===== src/rtl/sap_pkg.sv =====
package sap_pkg;

  // Register byte offsets
  localparam logic [3:0] SAP_CTRL_OFS = 4'h0;
  localparam logic [3:0] SAP_FRAME_OFS = 4'h4;
  localparam logic [3:0] SAP_TAG_OFS = 4'h8;
  localparam logic [3:0] SAP_STAT_OFS = 4'hC;

  // Framing formats
  typedef enum logic [1:0] {
    SAP_FMT_DSP,
    SAP_FMT_I2S,
    SAP_FMT_LJ,
    SAP_FMT_AC97
  } sap_fmt_t;

  // Control register layout
  typedef struct packed {
    logic [22:0] rsvd;
    logic fsLong;
    logic bclkPol;
    logic fsActLow;
    logic fsDelay;
    logic msbFirst;
    sap_fmt_t fmt;
    logic master;
    logic enable;
  } sap_ctrl_t;

  // Frame geometry register layout
  typedef struct packed {
    logic [7:0] bclkHalf;
    logic [3:0] rsvd1;
    logic [3:0] wordsM1;
    logic [2:0] rsvd2;
    logic [4:0] slotBitsM1;
    logic [2:0] rsvd3;
    logic [4:0] wordBitsM1;
  } sap_frame_t;

  // Status register layout
  typedef struct packed {
    logic [6:0] rsvd1;
    logic running;
    logic [3:0] slot;
    logic [2:0] rsvd2;
    logic underrun;
    logic [15:0] rxTag;
  } sap_stat_t;

  // Values after reset
  localparam sap_ctrl_t SAP_CTRL_RST = sap_ctrl_t'(32'h0000_0010);
  localparam sap_frame_t SAP_FRAME_RST = sap_frame_t'(32'h0401_1F0F);
  localparam logic [15:0] SAP_TAG_RST = 16'h0000;

  // Fixed frame shapes
  localparam logic [3:0] SAP_STEREO_M1 = 4'h1;
  localparam logic [3:0] SAP_AC97_SLOTS_M1 = 4'hC;
  localparam logic [4:0] SAP_AC97_TAG_M1 = 5'h0F;
  localparam logic [4:0] SAP_AC97_DATA_M1 = 5'h13;
  localparam logic [3:0] SAP_AC97_REQ_SLOT = 4'h1;
  localparam logic [3:0] SAP_AC97_REQ_FIRST = 4'h3;
  localparam logic [4:0] SAP_AC97_REQ_BASE = 5'h16;

endpackage


===== src/rtl/sap_bclk_gen.sv =====
// Bitclock divider for master mode
module sap_bclk_gen #(
  parameter int DIV_W = 8
) (
  input wire logic clk,
  input wire logic rst_n,
  input wire logic run,
  input wire logic [DIV_W-1:0] halfCnt,
  output logic bclk,
  output logic riseTick,
  output logic fallTick
);
  if (DIV_W < 2) begin : g_chk
    $error("DIV_W must be at least 2");
  end

  logic [DIV_W-1:0] cnt_reg;

  // Toggle every halfCnt cycles, zero acts as one
  always_ff @(posedge clk or negedge rst_n) begin
    if (!rst_n) begin
      cnt_reg <= '0;
      bclk <= 1'b0;
      riseTick <= 1'b0;
      fallTick <= 1'b0;
    end else if (!run) begin
      cnt_reg <= '0;
      bclk <= 1'b0;
      riseTick <= 1'b0;
      fallTick <= 1'b0;
    end else if (halfCnt == '0 || cnt_reg >= DIV_W'(halfCnt - 1'b1)) begin
      cnt_reg <= '0;
      bclk <= ~bclk;
      riseTick <= ~bclk;
      fallTick <= bclk;
    end else begin
      cnt_reg <= DIV_W'(cnt_reg + 1'b1);
      riseTick <= 1'b0;
      fallTick <= 1'b0;
    end
  end
endmodule // sap_bclk_gen


===== src/rtl/sap_frame_formatter.sv =====
// Implementation choices: strobed register access and the register offsets.
module sap_frame_formatter #(
  parameter int DIV_W = 8
) (
  input wire logic ref_clk,
  input wire logic rst_n,
  input wire logic [3:0] regAddr,
  input wire logic [31:0] regWdata,
  input wire logic regWrite,
  input wire logic regRead,
  output logic [31:0] regRdata,
  input wire logic [31:0] txData,
  input wire logic txValid,
  output logic txAck,
  output logic [31:0] rxData,
  output logic rxValid,
  output logic [3:0] rxSlot,
  input wire logic bclkIn,
  output logic bclkOut,
  output logic bclkOe,
  input wire logic fsIn,
  output logic fsOut,
  output logic fsOe,
  output logic txdOut,
  output logic txdOe,
  input wire logic rxdIn
);
  if (DIV_W < 2 || DIV_W > 8) begin : g_chk
    $error("DIV_W must lie in 2..8");
  end

  // Reset release through two flops
  logic rstMeta_reg;
  logic rstSync_reg;
  always_ff @(posedge ref_clk or negedge rst_n) begin
    if (!rst_n) begin
      rstMeta_reg <= 1'b0;
      rstSync_reg <= 1'b0;
    end else begin
      rstMeta_reg <= 1'b1;
      rstSync_reg <= rstMeta_reg;
    end
  end
  logic rstIn_n;
  assign rstIn_n = rstSync_reg;

  sap_pkg::sap_ctrl_t ctrl_reg;
  sap_pkg::sap_frame_t frame_reg;
  sap_pkg::sap_stat_t statRd;
  logic [15:0] txTag_reg;
  logic [15:0] rxTag_reg;
  logic [19:0] rxReq_reg;
  logic underrun_reg;
  logic underrunSet;
  logic [4:0] bitIdx_reg;
  logic [3:0] slotIdx_reg;
  logic run;
  logic isMaster;

  assign run = ctrl_reg.enable;
  assign isMaster = ctrl_reg.master;

  // Software writes to configuration
  always_ff @(posedge ref_clk or negedge rstIn_n) begin
    if (!rstIn_n) begin
      ctrl_reg <= sap_pkg::SAP_CTRL_RST;
      frame_reg <= sap_pkg::SAP_FRAME_RST;
      txTag_reg <= sap_pkg::SAP_TAG_RST;
    end else if (regWrite) begin
      case (regAddr)
        sap_pkg::SAP_CTRL_OFS: ctrl_reg <= sap_pkg::sap_ctrl_t'(regWdata);
        sap_pkg::SAP_FRAME_OFS: frame_reg <= sap_pkg::sap_frame_t'(regWdata);
        sap_pkg::SAP_TAG_OFS: txTag_reg <= regWdata[15:0];
        default: ;
      endcase
    end
  end

  // Status layout view of write data, for the clear bit
  sap_pkg::sap_stat_t statWr;
  assign statWr = sap_pkg::sap_stat_t'(regWdata);

  // Sticky underrun, a new event beats the clear
  always_ff @(posedge ref_clk or negedge rstIn_n) begin
    if (!rstIn_n) begin
      underrun_reg <= 1'b0;
    end else if (underrunSet) begin
      underrun_reg <= 1'b1;
    end else if (regWrite && regAddr == sap_pkg::SAP_STAT_OFS && statWr.underrun) begin
      underrun_reg <= 1'b0;
    end
  end

  // Status view and read port
  always_comb begin
    statRd = '0;
    statRd.running = run;
    statRd.slot = slotIdx_reg;
    statRd.underrun = underrun_reg;
    statRd.rxTag = rxTag_reg;
  end
  always_ff @(posedge ref_clk or negedge rstIn_n) begin
    if (!rstIn_n) begin
      regRdata <= 32'h0000_0000;
    end else if (regRead) begin
      case (regAddr)
        sap_pkg::SAP_CTRL_OFS: regRdata <= ctrl_reg;
        sap_pkg::SAP_FRAME_OFS: regRdata <= frame_reg;
        sap_pkg::SAP_TAG_OFS: regRdata <= {16'h0000, txTag_reg};
        sap_pkg::SAP_STAT_OFS: regRdata <= statRd;
        default: regRdata <= 32'h0000_0000;
      endcase
    end else begin
      regRdata <= 32'h0000_0000;
    end
  end

  // Pin inputs through synchronisers
  logic [2:0] pinSync;
  sap_sync2 #(.W(3)) u_pinSync (
    .clk(ref_clk),
    .rst_n(rstIn_n),
    .d({bclkIn, fsIn, rxdIn}),
    .q(pinSync)
  );

  // Master bitclock source
  logic genBclk;
  logic genRise;
  logic genFall;
  sap_bclk_gen #(.DIV_W(DIV_W)) u_bclkGen (
    .clk(ref_clk),
    .rst_n(rstIn_n),
    .run(run && isMaster),
    .halfCnt(frame_reg.bclkHalf[DIV_W-1:0]),
    .bclk(genBclk),
    .riseTick(genRise),
    .fallTick(genFall)
  );

  // Edge detection on the received bitclock
  logic bclkPrev_reg;
  always_ff @(posedge ref_clk or negedge rstIn_n) begin
    if (!rstIn_n) begin
      bclkPrev_reg <= 1'b0;
    end else begin
      bclkPrev_reg <= pinSync[2];
    end
  end

  // Drive and sample edges by role and polarity
  logic slvRise;
  logic slvFall;
  logic driveTick;
  logic sampleTick;
  assign slvRise = pinSync[2] & ~bclkPrev_reg;
  assign slvFall = ~pinSync[2] & bclkPrev_reg;
  assign driveTick = run & (isMaster ? genFall :
                            (ctrl_reg.bclkPol ? slvRise : slvFall));
  assign sampleTick = run & (isMaster ? genRise :
                             (ctrl_reg.bclkPol ? slvFall : slvRise));

  // Effective framing per format
  logic effLong;
  logic effDelay;
  logic effActLow;
  logic effMsb;
  logic isAc97;
  logic [3:0] slotsM1;
  always_comb begin
    effLong = ctrl_reg.fsLong;
    effDelay = ctrl_reg.fsDelay;
    effActLow = ctrl_reg.fsActLow;
    effMsb = ctrl_reg.msbFirst;
    isAc97 = 1'b0;
    slotsM1 = frame_reg.wordsM1;
    unique case (ctrl_reg.fmt)
      sap_pkg::SAP_FMT_DSP: begin
      end
      sap_pkg::SAP_FMT_I2S: begin
        effLong = 1'b1;
        effDelay = 1'b1;
        effActLow = 1'b1;
        effMsb = 1'b1;
        slotsM1 = sap_pkg::SAP_STEREO_M1;
      end
      sap_pkg::SAP_FMT_LJ: begin
        effLong = 1'b1;
        effDelay = 1'b0;
        effActLow = 1'b0;
        effMsb = 1'b1;
        slotsM1 = sap_pkg::SAP_STEREO_M1;
      end
      sap_pkg::SAP_FMT_AC97: begin
        effLong = 1'b1;
        effDelay = 1'b1;
        effActLow = 1'b0;
        effMsb = 1'b1;
        isAc97 = 1'b1;
        slotsM1 = sap_pkg::SAP_AC97_SLOTS_M1;
      end
    endcase
  end

  // Slot length and word length, less one
  function automatic logic [4:0] slotLenM1(input logic ac97, input logic [3:0] s,
                                           input logic [4:0] cfg);
    if (ac97) begin
      return (s == 4'h0) ? sap_pkg::SAP_AC97_TAG_M1 : sap_pkg::SAP_AC97_DATA_M1;
    end
    return cfg;
  endfunction
  function automatic logic [4:0] wordLenM1(input logic ac97, input logic [3:0] s,
                                           input logic [4:0] w, input logic [4:0] sl);
    if (ac97) begin
      return slotLenM1(ac97, s, sl);
    end
    return (w > sl) ? sl : w;
  endfunction

  // Slave alignment on the active frame sync edge
  logic fsPrev_reg;
  logic fsAct;
  logic alignNow;
  logic [4:0] curBit;
  logic [3:0] curSlot;
  logic [4:0] tailBit;
  assign fsAct = pinSync[1] ^ effActLow;
  assign alignNow = sampleTick & ~isMaster & fsAct & ~fsPrev_reg;
  assign tailBit = slotLenM1(isAc97, slotsM1, frame_reg.slotBitsM1);
  assign curBit = (alignNow && effDelay) ? tailBit : alignNow ? 5'h00 : bitIdx_reg;
  assign curSlot = (alignNow && effDelay) ? slotsM1 : alignNow ? 4'h0 : slotIdx_reg;
  always_ff @(posedge ref_clk or negedge rstIn_n) begin
    if (!rstIn_n) begin
      fsPrev_reg <= 1'b1;
    end else if (!run) begin
      fsPrev_reg <= 1'b1;
    end else if (sampleTick) begin
      fsPrev_reg <= fsAct;
    end
  end

  // Next bit position in the frame
  logic lastBit;
  logic [4:0] nBit;
  logic [3:0] nSlot;
  logic nextIsLast;
  assign lastBit = bitIdx_reg >= slotLenM1(isAc97, slotIdx_reg, frame_reg.slotBitsM1);
  assign nBit = lastBit ? 5'h00 : 5'(bitIdx_reg + 5'h01);
  assign nSlot = !lastBit ? slotIdx_reg :
                 (slotIdx_reg >= slotsM1) ? 4'h0 : 4'(slotIdx_reg + 4'h1);
  assign nextIsLast = nSlot == slotsM1 &&
                      nBit == slotLenM1(isAc97, nSlot, frame_reg.slotBitsM1);

  // Frame position counters
  always_ff @(posedge ref_clk or negedge rstIn_n) begin
    if (!rstIn_n) begin
      bitIdx_reg <= 5'h00;
      slotIdx_reg <= 4'h0;
    end else if (!run) begin
      bitIdx_reg <= tailBit;
      slotIdx_reg <= slotsM1;
    end else if (alignNow) begin
      bitIdx_reg <= curBit;
      slotIdx_reg <= curSlot;
    end else if (driveTick) begin
      bitIdx_reg <= nBit;
      slotIdx_reg <= nSlot;
    end
  end

  // Frame sync level for the coming bit
  logic fsNext;
  assign fsNext = effDelay ?
    (nextIsLast || (nSlot == 4'h0 && effLong &&
     nBit < slotLenM1(isAc97, 4'h0, frame_reg.slotBitsM1))) :
    (nSlot == 4'h0 && (effLong || nBit == 5'h00));

  // Transmit word selection at slot start
  logic ac97TagSlot;
  logic codecWants;
  logic wantFetch;
  logic newSlot;
  logic take;
  logic [31:0] loadWord;
  logic [31:0] txWord_reg;
  logic [31:0] word;
  logic [4:0] wM1;
  logic [4:0] bitSel;
  logic txBit;
  assign ac97TagSlot = isAc97 && nSlot == 4'h0;
  assign codecWants = nSlot < sap_pkg::SAP_AC97_REQ_FIRST ||
                      !rxReq_reg[5'(sap_pkg::SAP_AC97_REQ_BASE - {1'b0, nSlot})];
  assign wantFetch = !ac97TagSlot &&
                     (!isAc97 || (txTag_reg[4'hF - nSlot] && codecWants));
  assign newSlot = driveTick && nBit == 5'h00;
  assign take = newSlot && wantFetch && txValid;
  assign underrunSet = newSlot && wantFetch && !txValid;
  assign loadWord = ac97TagSlot ? {16'h0000, txTag_reg} :
                    take ? txData : 32'h0000_0000;
  assign word = (nBit == 5'h00) ? loadWord : txWord_reg;
  assign wM1 = wordLenM1(isAc97, nSlot, frame_reg.wordBitsM1, frame_reg.slotBitsM1);
  assign bitSel = effMsb ? 5'(wM1 - nBit) : nBit;
  assign txBit = (nBit <= wM1) & word[bitSel];

  // Transmit word holding and acknowledge
  always_ff @(posedge ref_clk or negedge rstIn_n) begin
    if (!rstIn_n) begin
      txWord_reg <= 32'h0000_0000;
      txAck <= 1'b0;
    end else begin
      txAck <= take;
      if (newSlot) begin
        txWord_reg <= loadWord;
      end
    end
  end

  // Pin drivers, changed on the drive edge and set to idle levels while stopped
  always_ff @(posedge ref_clk or negedge rstIn_n) begin
    if (!rstIn_n) begin
      fsOut <= 1'b0;
      txdOut <= 1'b0;
    end else if (!run) begin
      fsOut <= effActLow;
      txdOut <= 1'b0;
    end else if (driveTick) begin
      fsOut <= fsNext ^ effActLow;
      txdOut <= txBit;
    end
  end

  // Output enables and bitclock pin
  always_ff @(posedge ref_clk or negedge rstIn_n) begin
    if (!rstIn_n) begin
      bclkOut <= 1'b0;
      bclkOe <= 1'b0;
      fsOe <= 1'b0;
      txdOe <= 1'b0;
    end else begin
      bclkOut <= (run & isMaster & genBclk) ^ ctrl_reg.bclkPol;
      bclkOe <= run & isMaster;
      fsOe <= run & isMaster;
      txdOe <= run;
    end
  end

  // Receive shift on the sample edge
  logic [31:0] rxShift_reg;
  logic [31:0] rxBase;
  logic [31:0] rxNext;
  logic [4:0] rwM1;
  logic wordDone;
  logic rxKeep;
  assign rwM1 = wordLenM1(isAc97, curSlot, frame_reg.wordBitsM1, frame_reg.slotBitsM1);
  assign rxBase = (curBit == 5'h00) ? 32'h0000_0000 : rxShift_reg;
  assign rxNext = effMsb ? {rxBase[30:0], pinSync[0]} :
                  (rxBase | ({31'h0000_0000, pinSync[0]} << curBit));
  assign wordDone = sampleTick && curBit == rwM1;
  assign rxKeep = !isAc97 || (curSlot != 4'h0 && rxTag_reg[4'hF - curSlot]);
  always_ff @(posedge ref_clk or negedge rstIn_n) begin
    if (!rstIn_n) begin
      rxShift_reg <= 32'h0000_0000;
    end else if (sampleTick && curBit <= rwM1) begin
      rxShift_reg <= rxNext;
    end
  end

  // Incoming tag and slot request capture
  always_ff @(posedge ref_clk or negedge rstIn_n) begin
    if (!rstIn_n) begin
      rxTag_reg <= 16'h0000;
      rxReq_reg <= 20'h00000;
    end else if (!run || !isAc97) begin
      rxTag_reg <= 16'h0000;
      rxReq_reg <= 20'h00000;
    end else if (wordDone && curSlot == 4'h0) begin
      rxTag_reg <= rxNext[15:0];
    end else if (wordDone && curSlot == sap_pkg::SAP_AC97_REQ_SLOT) begin
      rxReq_reg <= rxNext[19:0];
    end
  end

  // Received words delivered with their slot number
  always_ff @(posedge ref_clk or negedge rstIn_n) begin
    if (!rstIn_n) begin
      rxData <= 32'h0000_0000;
      rxValid <= 1'b0;
      rxSlot <= 4'h0;
    end else begin
      rxValid <= 1'b0;
      if (wordDone && rxKeep) begin
        rxData <= rxNext;
        rxValid <= 1'b1;
        rxSlot <= curSlot;
      end
    end
  end
endmodule // sap_frame_formatter


===== src/rtl/sap_sync2.sv =====
// Two-flop synchroniser for pin levels
module sap_sync2 #(
  parameter int W = 1
) (
  input wire logic clk,
  input wire logic rst_n,
  input wire logic [W-1:0] d,
  output logic [W-1:0] q
);
  if (W < 1) begin : g_chk
    $error("W must be at least 1");
  end

  logic [W-1:0] meta_reg;

  // First stage feeds only the second
  always_ff @(posedge clk or negedge rst_n) begin
    if (!rst_n) begin
      meta_reg <= '0;
      q <= '0;
    end else begin
      meta_reg <= d;
      q <= meta_reg;
    end
  end
endmodule // sap_sync2


===== config.mk =====
export PLATFORM = sky130hd
export DESIGN_NAME = sap_frame_formatter
export DESIGN_NICKNAME = d
export VERILOG_FILES = /design/src/rtl/sap_pkg.sv /design/src/rtl/sap_bclk_gen.sv /design/src/rtl/sap_frame_formatter.sv /design/src/rtl/sap_sync2.sv
export SDC_FILE = /design/constraint.sdc
export NUM_CORES = 1
export LEC_CHECK = 0
export ABC_AREA = 1
export BUFFER_PORTS_ARGS = -buffer_cell sky130_fd_sc_hd__buf_4
export CORE_MARGIN = 2
export CORE_UTILIZATION = 40
export DETAILED_ROUTE_END_ITERATION = 12
export PLACE_DENSITY = 0.68
export SETUP_SLACK_MARGIN = 0.3
export SLEW_MARGIN = 10
export SYNTH_ARGS = -nofsm -noshare
export SYNTH_HDL_FRONTEND = slang
export SYNTH_SLANG_ARGS = --single-unit

===== constraint.sdc =====
create_clock -name ref_clk -period 10.4 [get_ports ref_clk]
set_clock_uncertainty 0.05 [all_clocks]
set_input_delay 1.04 -clock ref_clk [delete_from_list [all_inputs] [get_ports ref_clk]]
set_output_delay 1.04 -clock ref_clk [all_outputs]
set_load 0.1 [all_outputs]

======== Word level (Yosys, flattened, before mapping) ========
Cells that the tools add are included.
storage, ports and cells
  register bits after elaboration ......... 286
  bits in latches ......................... 0
  bits in writable memories ............... 0
  memory bits (read-only) ................. 0
  output and inout bits ................... 76
  word-level logic and storage cells ...... 235
  memories kept ........................... 0
cells by class
  add/subtract/negate cells ............... 8
  $mul .................................... 0
  divide/modulo/power cells ............... 0
  order comparisons ....................... 12
  equal/unequal tests ..................... 15
  shift-type cells ........................ 1
  mux-type cells .......................... 83
  bitwise logic cells ..................... 19
  reductions and logical operators ........ 53
operators with widths
  cell                                                                          number
  32-bit 2-to-1 mux                                                             6
  5-bit 2-to-1 mux                                                              26
  32-bit one-hot mux with 4 select lines                                        1
  20-bit 2-to-1 mux                                                             3
  16-bit 2-to-1 mux                                                             2
  32-bit OR                                                                     1
  1-bit by 5-bit << shifter with 32-bit output                                  1
  1-bit 2-to-1 mux                                                              29
  4-bit 2-to-1 mux                                                              7
  1-bit logical AND                                                             21
  4-bit zero test                                                               5
  8-bit 2-to-1 mux                                                              2
  5-bit by 6-bit less-than comparator with 1-bit output, second input constant  2
  1-bit AND                                                                     10
  1-bit binary-select mux with 5-bit select                                     2
  5-bit equality test                                                           2
  5-bit <= comparator                                                           2
  5-bit zero test                                                               2
  4-bit by 5-bit less-than comparator with 1-bit output, second input constant  2
  8-bit by 1-bit adder with 8-bit output, second input constant                 1
  1-bit binary-select mux with 4-bit select                                     2
  4-bit equality test, second input constant                                    2
  8-bit >= comparator                                                           1
  8-bit zero test                                                               1
  30 further kinds                                                              58

======== Longest topological paths before layout ========
Gate-level depths: netlist (run 1).
  depth after elaboration ................. 24
  mapped depth ............................ 36
  depth with buffers taken out ............ 35

======== Cells and area by module ========
From an unflattened synthesis (run 1), not the netlist that was laid out.
unflattened totals
  cell total of the unflattened synthesis .. 1972
  area total of the unflattened synthesis .. 15566.2 um^2
modules (own cells, without submodules)
  module               times used  cells an instance  area each (um^2)  sequential area each (um^2)
  sap_frame_formatter  1           1857               14557.7           6747.7
  sap_bclk_gen         1           109                858.3             275.3
  sap_sync2            1           6                  150.1             150.1

======== Worst setup path after synthesis (run 1) ========
OpenSTA, ideal clock, no wires.
  kind .................................... register to register
  start ................................... register ctrl_reg[2] (netlist name)
  end ..................................... register txdOut
  library setup time ...................... 0.120 ns
  arrival ................................. 4.135 ns
  data required time ...................... 10.230 ns
  path slack .............................. 6.096 ns
  cell stages (with the launch flop) ...... 35
  path through ............................ dfrtp_1 -> ha_1 -> buf_4 -> clkbuf_1 -> nand4_1 -> inv_1 -> a21oi_1 -> ha_1 -> nand2_1 -> nand2_1 -> nand2_1 -> and2_4 -> nand2_4 -> nand2_2 -> nand2_4 -> buf_4 -> ha_1 -> nand2_1 -> nand2_1 -> inv_1 -> nor2_1 -> ha_1 -> nand2_1 -> nor2_1 -> a211oi_1 -> xor2_1 -> nand2_1 -> o21ai_0 -> inv_1 -> nand3_1 -> nand3_1 -> nand2_1 -> inv_1 -> nand2_1 -> nand2_1
between the ends
  cells in the longest elaborated chain, start to end .. 24
ends and longest elaborated chain
  item                                                                                   RTL line                                                                            RTL
  start, declared                                                                        sap_frame_formatter.sv:47                                                           sap_pkg::sap_ctrl_t ctrl_reg;
  start signal, assigned                                                                 sap_frame_formatter.sv:66                                                           ctrl_reg <= sap_pkg::SAP_CTRL_RST;
  start signal, assigned                                                                 sap_frame_formatter.sv:71                                                           sap_pkg::SAP_CTRL_OFS: ctrl_reg <= sap_pkg::sap_ctrl_t'(regWdata);
  2-bit equality test or 2-bit by 1-bit equality test with 1-bit output (tied branches)  sap_frame_formatter.sv:177                                                          unique case (ctrl_reg.fmt)
  2-bit OR reduction (no line) or 1-bit 2-to-1 mux (tied branches)                       --
  4-bit one-hot mux with 2 select lines or 1-bit 2-to-1 mux (tied branches)              sap_frame_formatter.sv:177, sap_frame_formatter.sv:208, sap_frame_formatter.sv:215
  4-bit >= comparator or 5-bit 2-to-1 mux (tied branches)                                sap_frame_formatter.sv:251, sap_frame_formatter.sv:211
  4-bit 2-to-1 mux or 5-bit >= comparator (tied branches)                                sap_frame_formatter.sv:251, sap_frame_formatter.sv:248
  4-bit 2-to-1 mux                                                                       sap_frame_formatter.sv:250                                                          assign nSlot = !lastBit ? slotIdx_reg :
  5-bit by 4-bit subtractor with 5-bit output                                            sap_frame_formatter.sv:293                                                          !rxReq_reg[5'(sap_pkg::SAP_AC97_REQ_BASE - {1'b0, nSlot})];
  1-bit binary-select mux with 5-bit select                                              sap_frame_formatter.sv:293
  [... 8 more ...]                                                                       --
  32-bit 2-to-1 mux                                                                      sap_frame_formatter.sv:300                                                          take ? txData : 32'h0000_0000;
  32-bit 2-to-1 mux                                                                      sap_frame_formatter.sv:299                                                          assign loadWord = ac97TagSlot ? {16'h0000, txTag_reg} :
  32-bit 2-to-1 mux                                                                      sap_frame_formatter.sv:301                                                          assign word = (nBit == 5'h00) ? loadWord : txWord_reg;
  1-bit binary-select mux with 5-bit select                                              sap_frame_formatter.sv:304                                                          assign txBit = (nBit <= wM1) & word[bitSel];
  1-bit 2-to-1 mux (implied by the code)                                                 sap_frame_formatter.sv:304
  1-bit AND *                                                                            sap_frame_formatter.sv:304
  1-bit 2-to-1 mux *                                                                     sap_frame_formatter.sv:327                                                          end else if (driveTick) begin
  1-bit 2-to-1 mux *                                                                     sap_frame_formatter.sv:324                                                          end else if (!run) begin
  end signal, assigned                                                                   sap_frame_formatter.sv:329                                                          txdOut <= txBit;
  end, declared                                                                          sap_frame_formatter.sv:24                                                           output logic txdOut,
Every way passes the cells marked *; elsewhere a longest branch is shown, timed or not. The select of a mux whose other input is x is not followed.
A chain may end at the register's enable or synchronous reset.

======== Worst setup path after layout (run 1) ========
  start ................................... register ctrl_reg[2] (netlist name)
  end ..................................... register txdOut
between the ends
  cells in the longest elaborated chain, start to end .. 24
ends and longest elaborated chain
  item                                                                                   RTL line                                                RTL
  2-bit equality test or 2-bit by 1-bit equality test with 1-bit output (tied branches)  sap_frame_formatter.sv:177
  2-bit OR reduction (no line) or 1-bit 2-to-1 mux (tied branches)                       --
  4-bit one-hot mux with 2 select lines or 1-bit 2-to-1 mux (tied branches)              sap_frame_formatter.sv:177, sap_frame_formatter.sv:208
  4-bit >= comparator or 5-bit 2-to-1 mux (tied branches)                                sap_frame_formatter.sv:251, sap_frame_formatter.sv:211
  4-bit 2-to-1 mux or 5-bit >= comparator (tied branches)                                sap_frame_formatter.sv:251, sap_frame_formatter.sv:248
  4-bit 2-to-1 mux                                                                       sap_frame_formatter.sv:250
  5-bit by 4-bit subtractor with 5-bit output                                            sap_frame_formatter.sv:293
  1-bit binary-select mux with 5-bit select                                              sap_frame_formatter.sv:293
  [... 8 more ...]                                                                       --
  via take                                                                               sap_frame_formatter.sv:284                              logic take;
  32-bit 2-to-1 mux *                                                                    sap_frame_formatter.sv:300
  32-bit 2-to-1 mux *                                                                    sap_frame_formatter.sv:299
  32-bit 2-to-1 mux *                                                                    sap_frame_formatter.sv:301
  1-bit binary-select mux with 5-bit select *                                            sap_frame_formatter.sv:304
  1-bit 2-to-1 mux (implied by the code) *                                               sap_frame_formatter.sv:304
  1-bit AND *                                                                            sap_frame_formatter.sv:304
  1-bit 2-to-1 mux *                                                                     sap_frame_formatter.sv:327
  1-bit 2-to-1 mux *                                                                     sap_frame_formatter.sv:324
The timed path passes the listed nets; every way through them passes the cells marked *. The select of a mux whose other input is x is not followed.

==> results of run 1 <==
logic make-up after synthesis:
group / after synthesis / share of synthesized area
adder cells (fa/ha/maj): 49 / 0.0401
AND/OR/NAND/NOR: 877 / 0.247
AO/OA/AOI/OAI: 428 / 0.160
other: 1 / 0.000242
buffers and inverters: 278 / 0.0748
flip-flops: 286 / 0.464
XOR/XNOR: 19 / 0.0112
multiplexers: 4 / 0.00291
cell type report:
type                    instances  area [um2]  area share
multi-input cells            1378        7140       0.396
repair buffers                165        1250      0.0693
well taps                     518         648      0.0359
flip-flops and latches        286        7180       0.398
clock buffers                  46         956      0.0529
inverters                     186         701      0.0388
clock inverters                13         179     0.00991
power breakdown:
part	total (mW)	internal (mW)	switching, mW
clock network	1.22	0.744	0.472
registers	1.57	1.37	0.201
logic	3.28	0.934	2.34
total	6.07	3.05	3.02
layer usage:
layer	up-vias	part of all wire	wire length [um]	GRT usage
met5	-	0	0	0
met4	0	0.032	1570	0.0839
met3	93	0.064	3100	0.0406
met2	468	0.46	22200	0.382
met1	6689	0.45	21800	0.338
li1	6707	-	-	-
metrics by stage:
step / hold WS (ns) / worst slack, ns / power (mW) / cell area, um2 / utilization
6_report: 0.203 / 4.12 / 6.07 / 18100 / 0.470
5_1_grt: 0.225 / 3.58 / 6.51 / 18100 / 0.470
4_1_cts: 0.220 / 4.25 / 6.06 / 18100 / 0.470
3_5_place_dp: 0.222 / 4.30 / 4.82 / 16900 / 0.441
3_3_place_gp: 0.217 / 4.21 / 4.80 / 16900 / 0.441
2_1_floorplan: 0.281 / 1.81 / 3.99 / 15500 / -
worst max-delay path: cells and delay by family (launching register included):
kind / cells / cell delay (ns)
AND/OR/NAND/NOR: 24 / 2.96
adder cells (fa/ha/maj): 3 / 1.41
buffers and inverters: 3 / 1.01
flip-flops: 1 / 0.41
AO/OA/AOI/OAI: 1 / 0.31
cells in the final DEF (no fill, tap or decap), types with 18 or more instances in the layout:
cell	netlist	final
ha_1	48	48
a21oi_1	89	89
o21ai_1	74	74
a31oi_1	19	19
buf_4	8	164
dfrtp_1	273	272
clkbuf_16	0	34
nand4_1	59	59
nor2_1	92	92
o21ai_0	165	165
nand3_1	126	126
inv_1	163	163
a221oi_1	18	18
nand2_1	551	550
worst paths after layout:
| path | start | to | slack, ns |
|---|---|---|---|
| worst max-delay path | ctrl_reg[2]$_DFFE_PN0P_ | txdOut$_DFFE_PN0P_ | 4.12 |
| worst min-delay path | rstIn_n$_DFF_PN0_ | rxSlot[0]$_DFFE_PN0P_ | 0.20 |
| worst max register to register | ctrl_reg[2]$_DFFE_PN0P_ | txdOut$_DFFE_PN0P_ | 4.12 |
| worst min register to register | rstIn_n$_DFF_PN0_ | rxSlot[0]$_DFFE_PN0P_ | 0.20 |
| max in group asynchronous | rstIn_n$_DFF_PN0_ | txWord_reg[0]$_DFFE_PN0P_ | 8.73 |
| min in group ref_clk | u_pinSync.meta_reg[2]$_DFF_PN0_ | u_pinSync.q[2]$_DFF_PN0_ | 0.30 |
==> impl_results.md, run 1 <==
- Synth area leaders: dfrtp_1, nand2_1, o21ai_0
- Count of clock tree sinks: 286
- Clock Latency Late Sink: 0.52 ns
- R2R depth: 31
- Remaining DRCs: 0
- Iter 0 DRT Violations: 1137
- IO Count: 152
- Maximum VDD drop: 0.237 mV
- Num rows: 72
- Largest fanout on the critical path: 27
- Placed cells: 2533
- Die width: 201 um
- Syn-to-layout area delta: 16.7%
- Post-synth EDFFs: 0
- Share of layout cells above drive strength 1: 0.153
- Count leader, synth: nand2_1
- Finished Layout Cells: 2592
- Synth Cell Area: 15500 um2
- Cts repair resizes: 0
- Count of mapped cells out of synthesis: 1942
- Final hold vios: 0
- Sequential area share after synthesis: 0.464
- Synth warn: 0
- Post-synth top area share: 0.442
- TritonRoute pass-1 iters: 9
- Antenna violations before repair: 0
- CTS Buf Count: 34
- WS Path Type: register to register
- Clk buf depth: 3
- Synth Area per Inst: 7.96 um2
- First-pass GRT wire length: 77.2 mm
- Inserted Diodes: 0
- Post-Route WL: 48.7 mm
- Number of max-cap violations: 0
- Die area: 40300 um2
- Max_slew headroom: 0.258
- Tightest Pin Transition: 1.11 ns
- Placer congestion estimate: 0.946
- Clk slew on worst S/H paths: 0.06 ns
- All-layer global routing usage: 0.242
- Crit path required time: 10.80 ns
- Total gr overflow: 0
- Leakage Power: 8.77 nW
- Top FF cell, synth: dfrtp_1
- Slowest CP cell: ha_1
- Crit-path max cell delay: 0.72 ns
- #FFs+latches synth: 286
- Tcrit/Tclk final: 0.604
- Share of synthesized flip-flops with an asynchronous set or reset: 1.00
- Number of global-route vias before repair: 13548
- Number of vias per cell: 5.38
- Final TNS setup: 0 ns
- Core ar.: 38400 um2
- Cell Pwr Density: 336 nW/um2
- Min-delay worst type: register to async pin
- Yosys cell types: 63
- Most common cell on crit path: nand2_1
- CTS tree: done
- Post-CTS Repair Setup Buffers: 0
- Outcome: completed
- Antenna Nets Post-Route: 0
- Die outline height: 201 um
- CP Launch Type: register
- Endpoints failing setup: 0
- RSZ-0062 raised after global routing: false
- Detailed placement HPWL: 35.3 mm
- Vias: 13957
- Data arrival time of the critical path: 6.68 ns
- Most frequent cells after synthesis: nand2_1, dfrtp_1, o21ai_0
- Top cell type by total area after synthesis: dfrtp_1
- Hold buffers post-CTS: 0
- Htree depth: 2
- WL per Instance: 18.8 um
- Final net count: 2176
- Clk root buf: clkbuf_16
- Fill cell count: 3815
- Slew Viols, Final: 0
- Post-layout min period: 6.28 ns
- Largest net degree at the start of global routing: 186
- Max Clk Rate: 159 MHz
- CP Capture Type: register
- Post-Syn Nets: 2067
- Initial Utilization: 0.403
- PortBufs: 151
(Power assumes the default switching activity.)
==> run 2: changes to the inputs <==
--- a/config.mk
+++ b/config.mk
@@ -10,7 +10,7 @@
 export CORE_MARGIN = 2
 export CORE_UTILIZATION = 40
 export DETAILED_ROUTE_END_ITERATION = 12
-export PLACE_DENSITY = 0.68
+export PLACE_DENSITY = 0.7
 export SETUP_SLACK_MARGIN = 0.3
 export SLEW_MARGIN = 10
 export SYNTH_ARGS = -nofsm -noshare
==> constraint.sdc (replaced) <==
create_clock -name ref_clk -period 5.4 [get_ports ref_clk]
set_clock_uncertainty 0.05 [all_clocks]
set_input_delay 0.54 -clock ref_clk [delete_from_list [all_inputs] [get_ports ref_clk]]
set_output_delay 0.54 -clock ref_clk [all_outputs]
set_load 0.1 [all_outputs]
==> run 2 against run 1 <==
- cell count is 0.96% higher
- flip-flop and latch count stayed put
- count of clock-buffer cells in the layout is 1 higher
- largest cell class is now multi-input gates
==> impl_results.md, run 2 (synthesis gave the netlist of run 1 again) <==
- Outcome: completed
- Max Clk Rate: 209 MHz (+31%)
- Leakage Power: 8.93 nW (+1.8%)
- Worst Hold Path Cells: 1
- Htree depth: 2 (unchanged)
- Maximum VDD drop: 0.530 mV (+120%)
- Cell Pwr Density: 657 nW/um2 (+95%)
- Total gr overflow: 0 (unchanged)
- Clk buf depth: 3 (unchanged)
- Initial Utilization: 0.403 (unchanged)
- WL per Instance: 18.3 um (-2.4%)
- Placer congestion estimate: 0.962 (+1.7%)
- First-pass GRT wire length: 75.6 mm (-2.1%)
- Number of vias per cell: 5.43 (+0.76%)
- Final TNS setup: 0 ns (unchanged)
- Clk pwr share: 0.210 (+0.010)
- IO Count: 152 (unchanged)
- Most frequent cells in the layout: nand2_1, dfrtp_1, buf_4
- Sw Share: 0.493 (-0.00447)
- Vias: 14199 (+1.7%)
- Fin area: 18400 um2 (+2.1%)
- Clk slew on worst S/H paths: 0.06 ns (about the same)
- Antenna violations before repair: 0 (unchanged)
- Largest net degree at the start of global routing: 137 (-26%)
- Die width: 201 um (unchanged)
- Endpoints failing setup: 0 (unchanged)
- CP Capture Type: register
- RSZ-0062 raised after global routing: false
- Setup WS pre-CTS: 0.306 ns (-3.99 ns)
- Die area: 40300 um2 (unchanged)
- Data arrival time of the critical path: 5.23 ns (-1.45 ns)
- CP Launch Type: register
- CTS tree: done
- Final net count: 2198 (+1.0%)
- Die outline height: 201 um (unchanged)
- Final core occ: 0.480 (+0.00972)
- CTS Buf Count: 35 (+2.9%)
- All-layer global routing usage: 0.235 (-0.00649)
- Part of the power in combinational logic: 0.540 (about the same)
- Reg power frac: 0.250 (-0.009)
- Most common cell on crit path: nand2_1
- Dpl cell area: 17100 um2 (+0.81%)
- Switching power: 5.97 mW (+98%)
- PortBufs: 151 (unchanged)
- Max_slew headroom: 0.357 (+0.0995)
- Final hold vios: 0 (unchanged)
- Setup WS post-layout: 0.607 ns (-3.51 ns)
- Remaining DRCs: 0 (unchanged)
- Clk root buf: clkbuf_16
- Clock Latency Late Sink: 0.56 ns (+0.04 ns)
- R2R depth: 24 (-23%)
- Tcrit/Tclk final: 0.888 (+0.284)
- Count of clock tree sinks: 286 (unchanged)
- Internal power: 6.14 mW (+100%)
- Post-layout min period: 4.79 ns (-1.49 ns)
- Largest fanout on the critical path: 9 (-67%)
- Number of max-cap violations: 0 (unchanged)
- Detailed placement HPWL: 34.4 mm (-2.6%)
- Inserted Diodes: 0 (unchanged)
- Iter 0 DRT Violations: 1345 (+18%)
- Crit-path cells: inv_1, ha_1, nand2_1, inv_1, a221o_1, nor3_1, inv_1, nand2_1, nor2_1, nor3_2, ha_1, fa_1, or2_2, o21ai_1, clkinv_1, a21oi_1, nand2_1, nand3_1, nand3_1, nand3_1, nand2_1, inv_1, nand2_1, nand2_1
- Slew Viols, Final: 0 (unchanged)
- Num rows: 72 (unchanged)
- Post-Route WL: 47.9 mm (-1.5%)
- WS Path Type: register to register
- Crit path required time: 5.84 ns (-4.96 ns)
- Number of global-route vias before repair: 13771 (+1.6%)
- Antenna Nets Post-Route: 0 (unchanged)
- Core ar.: 38400 um2 (unchanged)
- Min-delay worst type: primary input to register
- Commonest non-fill, non-tap cell in the layout: nand2_1
- Share of layout cells above drive strength 1: 0.167 (+0.0139)
- Syn-to-layout area delta: 19.1%
- Slowest CP cell: dfstp_2
- Crit-path max cell delay: 0.62 ns (-0.10 ns)
- Tightest Pin Transition: 0.962 ns (-0.148 ns)
- TritonRoute pass-1 iters: 6 (-3)
run 2: power groups by stage:
stage | sequential, mW | clock [mW] | combinational (mW)
after floorplan | 3.70 | 0 | 3.99
after global placement | 3.03 | 0 | 6.13
after detailed placement | 3.05 | 0 | 6.24
after CTS | 3.01 | 2.59 | 6.27
after global routing | 3.08 | 2.68 | 7.23
final | 3.02 | 2.54 | 6.54
run 2: area by class of cell:
class	instances	area [um2]
fill	3736	19900
multi-input combinational	1379	7220
sequential	286	7180
timing repair buffer	185	1420
clock buffer	47	991
inverter	186	701
tap	518	648
clock inverter	16	264
run 2: worst paths after layout:
kind | from | end | slack, ns
max reg2reg | frame_reg[12]$_DFFE_PN1P_ | txdOut$_DFFE_PN0P_ | 0.61
max in group asynchronous | rstIn_n$_DFF_PN0_ | regRdata[6]$_DFF_PN0_ | 3.71
min reg2reg | u_pinSync.meta_reg[0]$_DFF_PN0_ | u_pinSync.q[0]$_DFF_PN0_ | 0.30
min in group asynchronous | rst_n | rstIn_n$_DFF_PN0_ | 0.23
max | frame_reg[12]$_DFFE_PN1P_ | txdOut$_DFFE_PN0P_ | 0.61
min | rxdIn | u_pinSync.meta_reg[0]$_DFF_PN0_ | 0.03
run 2: worst max-delay path: cells and delay by family (launching register included):
| kind | cells | cell delay [ns] |
|---|---|---|
| AND/OR/NAND/NOR | 13 | 1.72 |
| adder cells (fa/ha/maj) | 3 | 0.99 |
| AO/OA/AOI/OAI | 3 | 0.71 |
| buffers and inverters | 5 | 0.62 |
| flip-flops | 1 | 0.62 |
run 2: what timing repair did:
| item | 4_1_cts | 5_1_grt |
|---|---|---|
| setup endpoints to repair | 1 | 1 |
| endpoints found under the hold margin | 2 | 0 |
| hold buffers | 1 | 0 |
| setup buffers | 0 | 2 |
| resized for setup | 1 | 16 |
| gates cloned | 0 | 1 |
| pin swaps | 0 | 2 |
run 2: metrics by stage:
step,power [mW],instances,hold WS [ns]
3_5_place_dp,9.28,2550,0.273
6_report,12.1,2617,0.0337
5_1_grt,13.0,2617,0.0177
4_1_cts,11.9,2614,0.00812
3_3_place_gp,9.16,2550,0.273
2_1_floorplan,7.68,1942,0.194
run 2: routing by layer:
metal	up-vias	routed length (um)	GRT usage
met5	-	0	0
met4	0	1620	0.0852
met3	99	3360	0.0425
met2	566	22100	0.381
met1	6756	20800	0.318
li1	6778	-	-
==> run 3: changes to the inputs <==
--- a/config.mk
+++ b/config.mk
@@ -7,6 +7,7 @@
 export LEC_CHECK = 0
 export ABC_AREA = 1
 export BUFFER_PORTS_ARGS = -buffer_cell sky130_fd_sc_hd__buf_4
+export CORE_ASPECT_RATIO = 0.5
 export CORE_MARGIN = 2
 export CORE_UTILIZATION = 40
 export DETAILED_ROUTE_END_ITERATION = 12
@@ -15,4 +16,5 @@
 export SLEW_MARGIN = 10
 export SYNTH_ARGS = -nofsm -noshare
 export SYNTH_HDL_FRONTEND = slang
+export SYNTH_HIERARCHICAL = 1
 export SYNTH_SLANG_ARGS = --single-unit
==> constraint.sdc (replaced) <==
create_clock -name ref_clk -period 5.4 [get_ports ref_clk]
set_clock_uncertainty 0.05 [all_clocks]
set_input_delay 0.81 -clock ref_clk [delete_from_list [all_inputs] [get_ports ref_clk]]
set_output_delay 0.81 -clock ref_clk [all_outputs]
set_load 0.1 [all_outputs]
==> run 3 against run 2 <==
- flip-flop and latch count is the same
- synthesized cell count grew 1.5%
- largest power group unchanged
- largest cell class unchanged
- critical path depth grew 8
- critical endpoint unchanged
- register-to-register slack lost 0.04 ns
- hold slack gained 0.11 ns
==> impl_results.md, run 3 <==
- Outcome: completed
- Min-delay worst type: register to async pin
- Core ar.: 38600 um2 (+0.60%)
- All-layer global routing usage: 0.229 (-0.00622)
- Largest fanout on the critical path: 26 (+17)
- Detailed placement HPWL: 34.5 mm (+0.29%)
- Count of mapped cells out of synthesis: 1972 (+1.5%)
- IO Count: 152 (unchanged)
- WS Path Type: register to register
- Fill cell count: 3808 (+1.9%)
- Count leader, synth: nand2_1
- Die width: 283 um (+41%)
- Part of the power in combinational logic: 0.551 (+0.011)
- Sw Share: 0.491 (-0.00237)
- Top cell type by total area after synthesis: dfrtp_1
- Iter 0 DRT Violations: 1534 (+14%)
- Clk root buf: clkbuf_16
- Maximum VDD drop: 0.347 mV (-35%)
- Final hold vios: 0 (unchanged)
- Cell Pwr Density: 617 nW/um2 (-6.1%)
- Slowest CP cell: dfrtp_1
- Syn-to-layout area delta: 17.5%
- Vias: 14122 (-0.54%)
- First-pass GRT wire length: 73.9 mm (-2.2%)
- Clk slew on worst S/H paths: 0.07 ns (about the same)
- R2R depth: 32 (+33%)
- Internal power: 5.75 mW (-6.4%)
- Clock Latency Late Sink: 0.58 ns (+0.02 ns)
- Placer congestion estimate: 0.988 (+2.7%)
- Post-layout min period: 4.83 ns (+0.0353 ns)
- Clk pwr share: 0.185 (-0.025)
- Max_slew headroom: 0.279 (-0.0777)
- Antenna Nets Post-Route: 0 (unchanged)
- Reg power frac: 0.264 (+0.014)
- Antenna violations before repair: 0 (unchanged)
- Post-Syn Nets: 2097 (+1.5%)
- PortBufs: 151 (unchanged)
- Slew Viols, Final: 0 (unchanged)
- Endpoints failing setup: 0 (unchanged)
- Top FF cell, synth: dfrtp_1
- Post-synth EDFFs: 0 (unchanged)
- Htree depth: 1 (-1)
- Tcrit/Tclk final: 0.894 (+0.00655)
- Synth warn: 6 (+6)
- Die outline height: 143 um (-28%)
- Synth area leaders: dfrtp_1, nand2_1, o21ai_0
- Crit-path max cell delay: 0.42 ns (-0.20 ns)
- Die area: 40600 um2 (+0.87%)
- Switching power: 5.53 mW (-7.2%)
- Final core occ: 0.474 (-0.00657)
- Synth Area per Inst: 7.89 um2 (-0.88%)
- Crit path required time: 5.86 ns (+0.02 ns)
- Post-Route WL: 47.3 mm (-1.3%)
- RSZ-0062 raised after global routing: true
- Sequential area share after synthesis: 0.461 (-0.00298)
- CTS tree: done
- Commonest non-fill, non-tap cell in the layout: nand2_1
- CTS Buf Count: 28 (-20%)
- Final TNS setup: 0 ns (unchanged)
- CP Capture Type: register
- Yosys cell types: 57 (-9.5%)
- Num rows: 51 (-29%)
- Total gr overflow: 0 (unchanged)
- Most frequent cells after synthesis: nand2_1, dfrtp_1, o21ai_0
- Remaining DRCs: 0 (unchanged)
- #FFs+latches synth: 286 (unchanged)
- Most frequent cells in the layout: nand2_1, dfrtp_1, o21ai_0
- Number of global-route vias before repair: 12999 (-5.6%)
- Share of layout cells above drive strength 1: 0.164 (-0.00314)
- Dpl cell area: 17300 um2 (+1.2%)
- Largest net degree at the start of global routing: 152 (+11%)
- Most common cell on crit path: nand2_1
- Fin area: 18300 um2 (-0.78%)
- Initial Utilization: 0.403 (about the same)
- Leakage Power: 8.98 nW (+0.47%)
- Clk buf depth: 3 (unchanged)
- CP Launch Type: register
- TritonRoute pass-1 iters: 6 (unchanged)
- Final net count: 2226 (+1.3%)
- Number of vias per cell: 5.33 (-1.8%)
- Number of max-cap violations: 0 (unchanged)
- WL per Instance: 17.8 um (-2.6%)
- Synth Cell Area: 15600 um2 (+0.65%)
- Tightest Pin Transition: 1.08 ns (+0.115 ns)
- Inserted Diodes: 0 (unchanged)
- Count of clock tree sinks: 286 (unchanged)
- Post-synth top area share: 0.439 (-0.00284)
- Share of synthesized flip-flops with an asynchronous set or reset: 1.00 (unchanged)
- Max Clk Rate: 207 MHz (-0.73%)
- Data arrival time of the critical path: 5.28 ns (+0.05 ns)
-- run 3: logic make-up (layout without fill, tap and decap cells) --
logic type	after synthesis	count (layout)	synth area share
XOR/XNOR	21	21	0.0130
buffers and inverters	286	435	0.0754
adder cells (fa/ha/maj)	49	49	0.0399
other	1	1	0.000241
AND/OR/NAND/NOR	907	907	0.255
AO/OA/AOI/OAI	418	418	0.152
multiplexers	4	4	0.00289
flip-flops	286	286	0.461
-- run 3: worst max-delay path: cells and delay by family, from the launching register on --
| family | cells | cell delay [ns] |
|---|---|---|
| and+or+nand+nor | 19 | 1.93 |
| adders and majority gates | 3 | 0.99 |
| buffers and inverters | 6 | 0.89 |
| AOI/OAI and AO/OA | 4 | 0.49 |
| DFF | 1 | 0.42 |
-- run 3: final timing paths --
check	startpoint	end	slack, ns
setup / recovery	ctrl_reg[3]$_DFFE_PN0P_	txdOut$_DFFE_PN0P_	0.57
hold / removal	rstIn_n$_DFF_PN0_	rxTag_reg[4]$_DFFE_PN0P_	0.15
setup reg to reg	ctrl_reg[3]$_DFFE_PN0P_	txdOut$_DFFE_PN0P_	0.57
hold reg to reg	rstIn_n$_DFF_PN0_	rxTag_reg[4]$_DFFE_PN0P_	0.15
max in group asynchronous	rstIn_n$_DFF_PN0_	txWord_reg[21]$_DFFE_PN0P_	3.99
min in group ref_clk	bclkIn	u_pinSync/meta_reg[2]$_DFF_PN0_	0.30
-- run 3: power groups by stage --
stage / Combinational [mW] / Clock [mW] / Sequential, mW
detailed placement: 6.05 / 0 / 3.00
global placement: 6.00 / 0 / 2.99
CTS: 6.08 / 2.13 / 2.97
global route: 6.87 / 2.21 / 3.03
floorplan: 3.89 / 0 / 3.53
finish: 6.22 / 2.09 / 2.98
-- run 3: repair_timing --
item                                   in CTS  in global routing
hold buffers                                1                  0
endpoints found under the hold margin       2                  0
setup endpoints to repair                   1                 82
pin swaps                                   0                  1
resized for setup                           2                  6
buffers inserted                            0                  2
-- run 3: through the flow --
stage	hold WS, ns	power (mW)	std cells	setup slack (ns)
6_report	0.147	11.3	2651	0.571
5_1_grt	0.174	12.1	2651	0.0472
4_1_cts	0.160	11.2	2649	0.335
3_5_place_dp	0.156	9.06	2598	0.130
3_3_place_gp	0.159	8.99	2598	0.234
2_1_floorplan	0.281	7.42	1972	0.677
-- run 3: metal layers --
| layer | vias to the layer above | track usage | wire length, um |
|---|---|---|---|
| met5 | - | 0 | 0 |
| met2 | 497 | 0.344 | 20300 |
| met3 | 72 | 0.0294 | 3180 |
| met1 | 6755 | 0.347 | 22700 |
| li1 | 6798 | - | - |
| met4 | 0 | 0.0613 | 1130 |
-- run 3: area by class of cell --
class,count,area (um2),area share
Clock buffer,41,841,0.0460
Clock inverter,9,125,0.00684
Inverter,192,721,0.0394
Multi-Input combinational cell,1400,7260,0.397
Sequential cell,286,7180,0.393
Tap cell,530,663,0.0363
Timing Repair Buffer,193,1500,0.0818
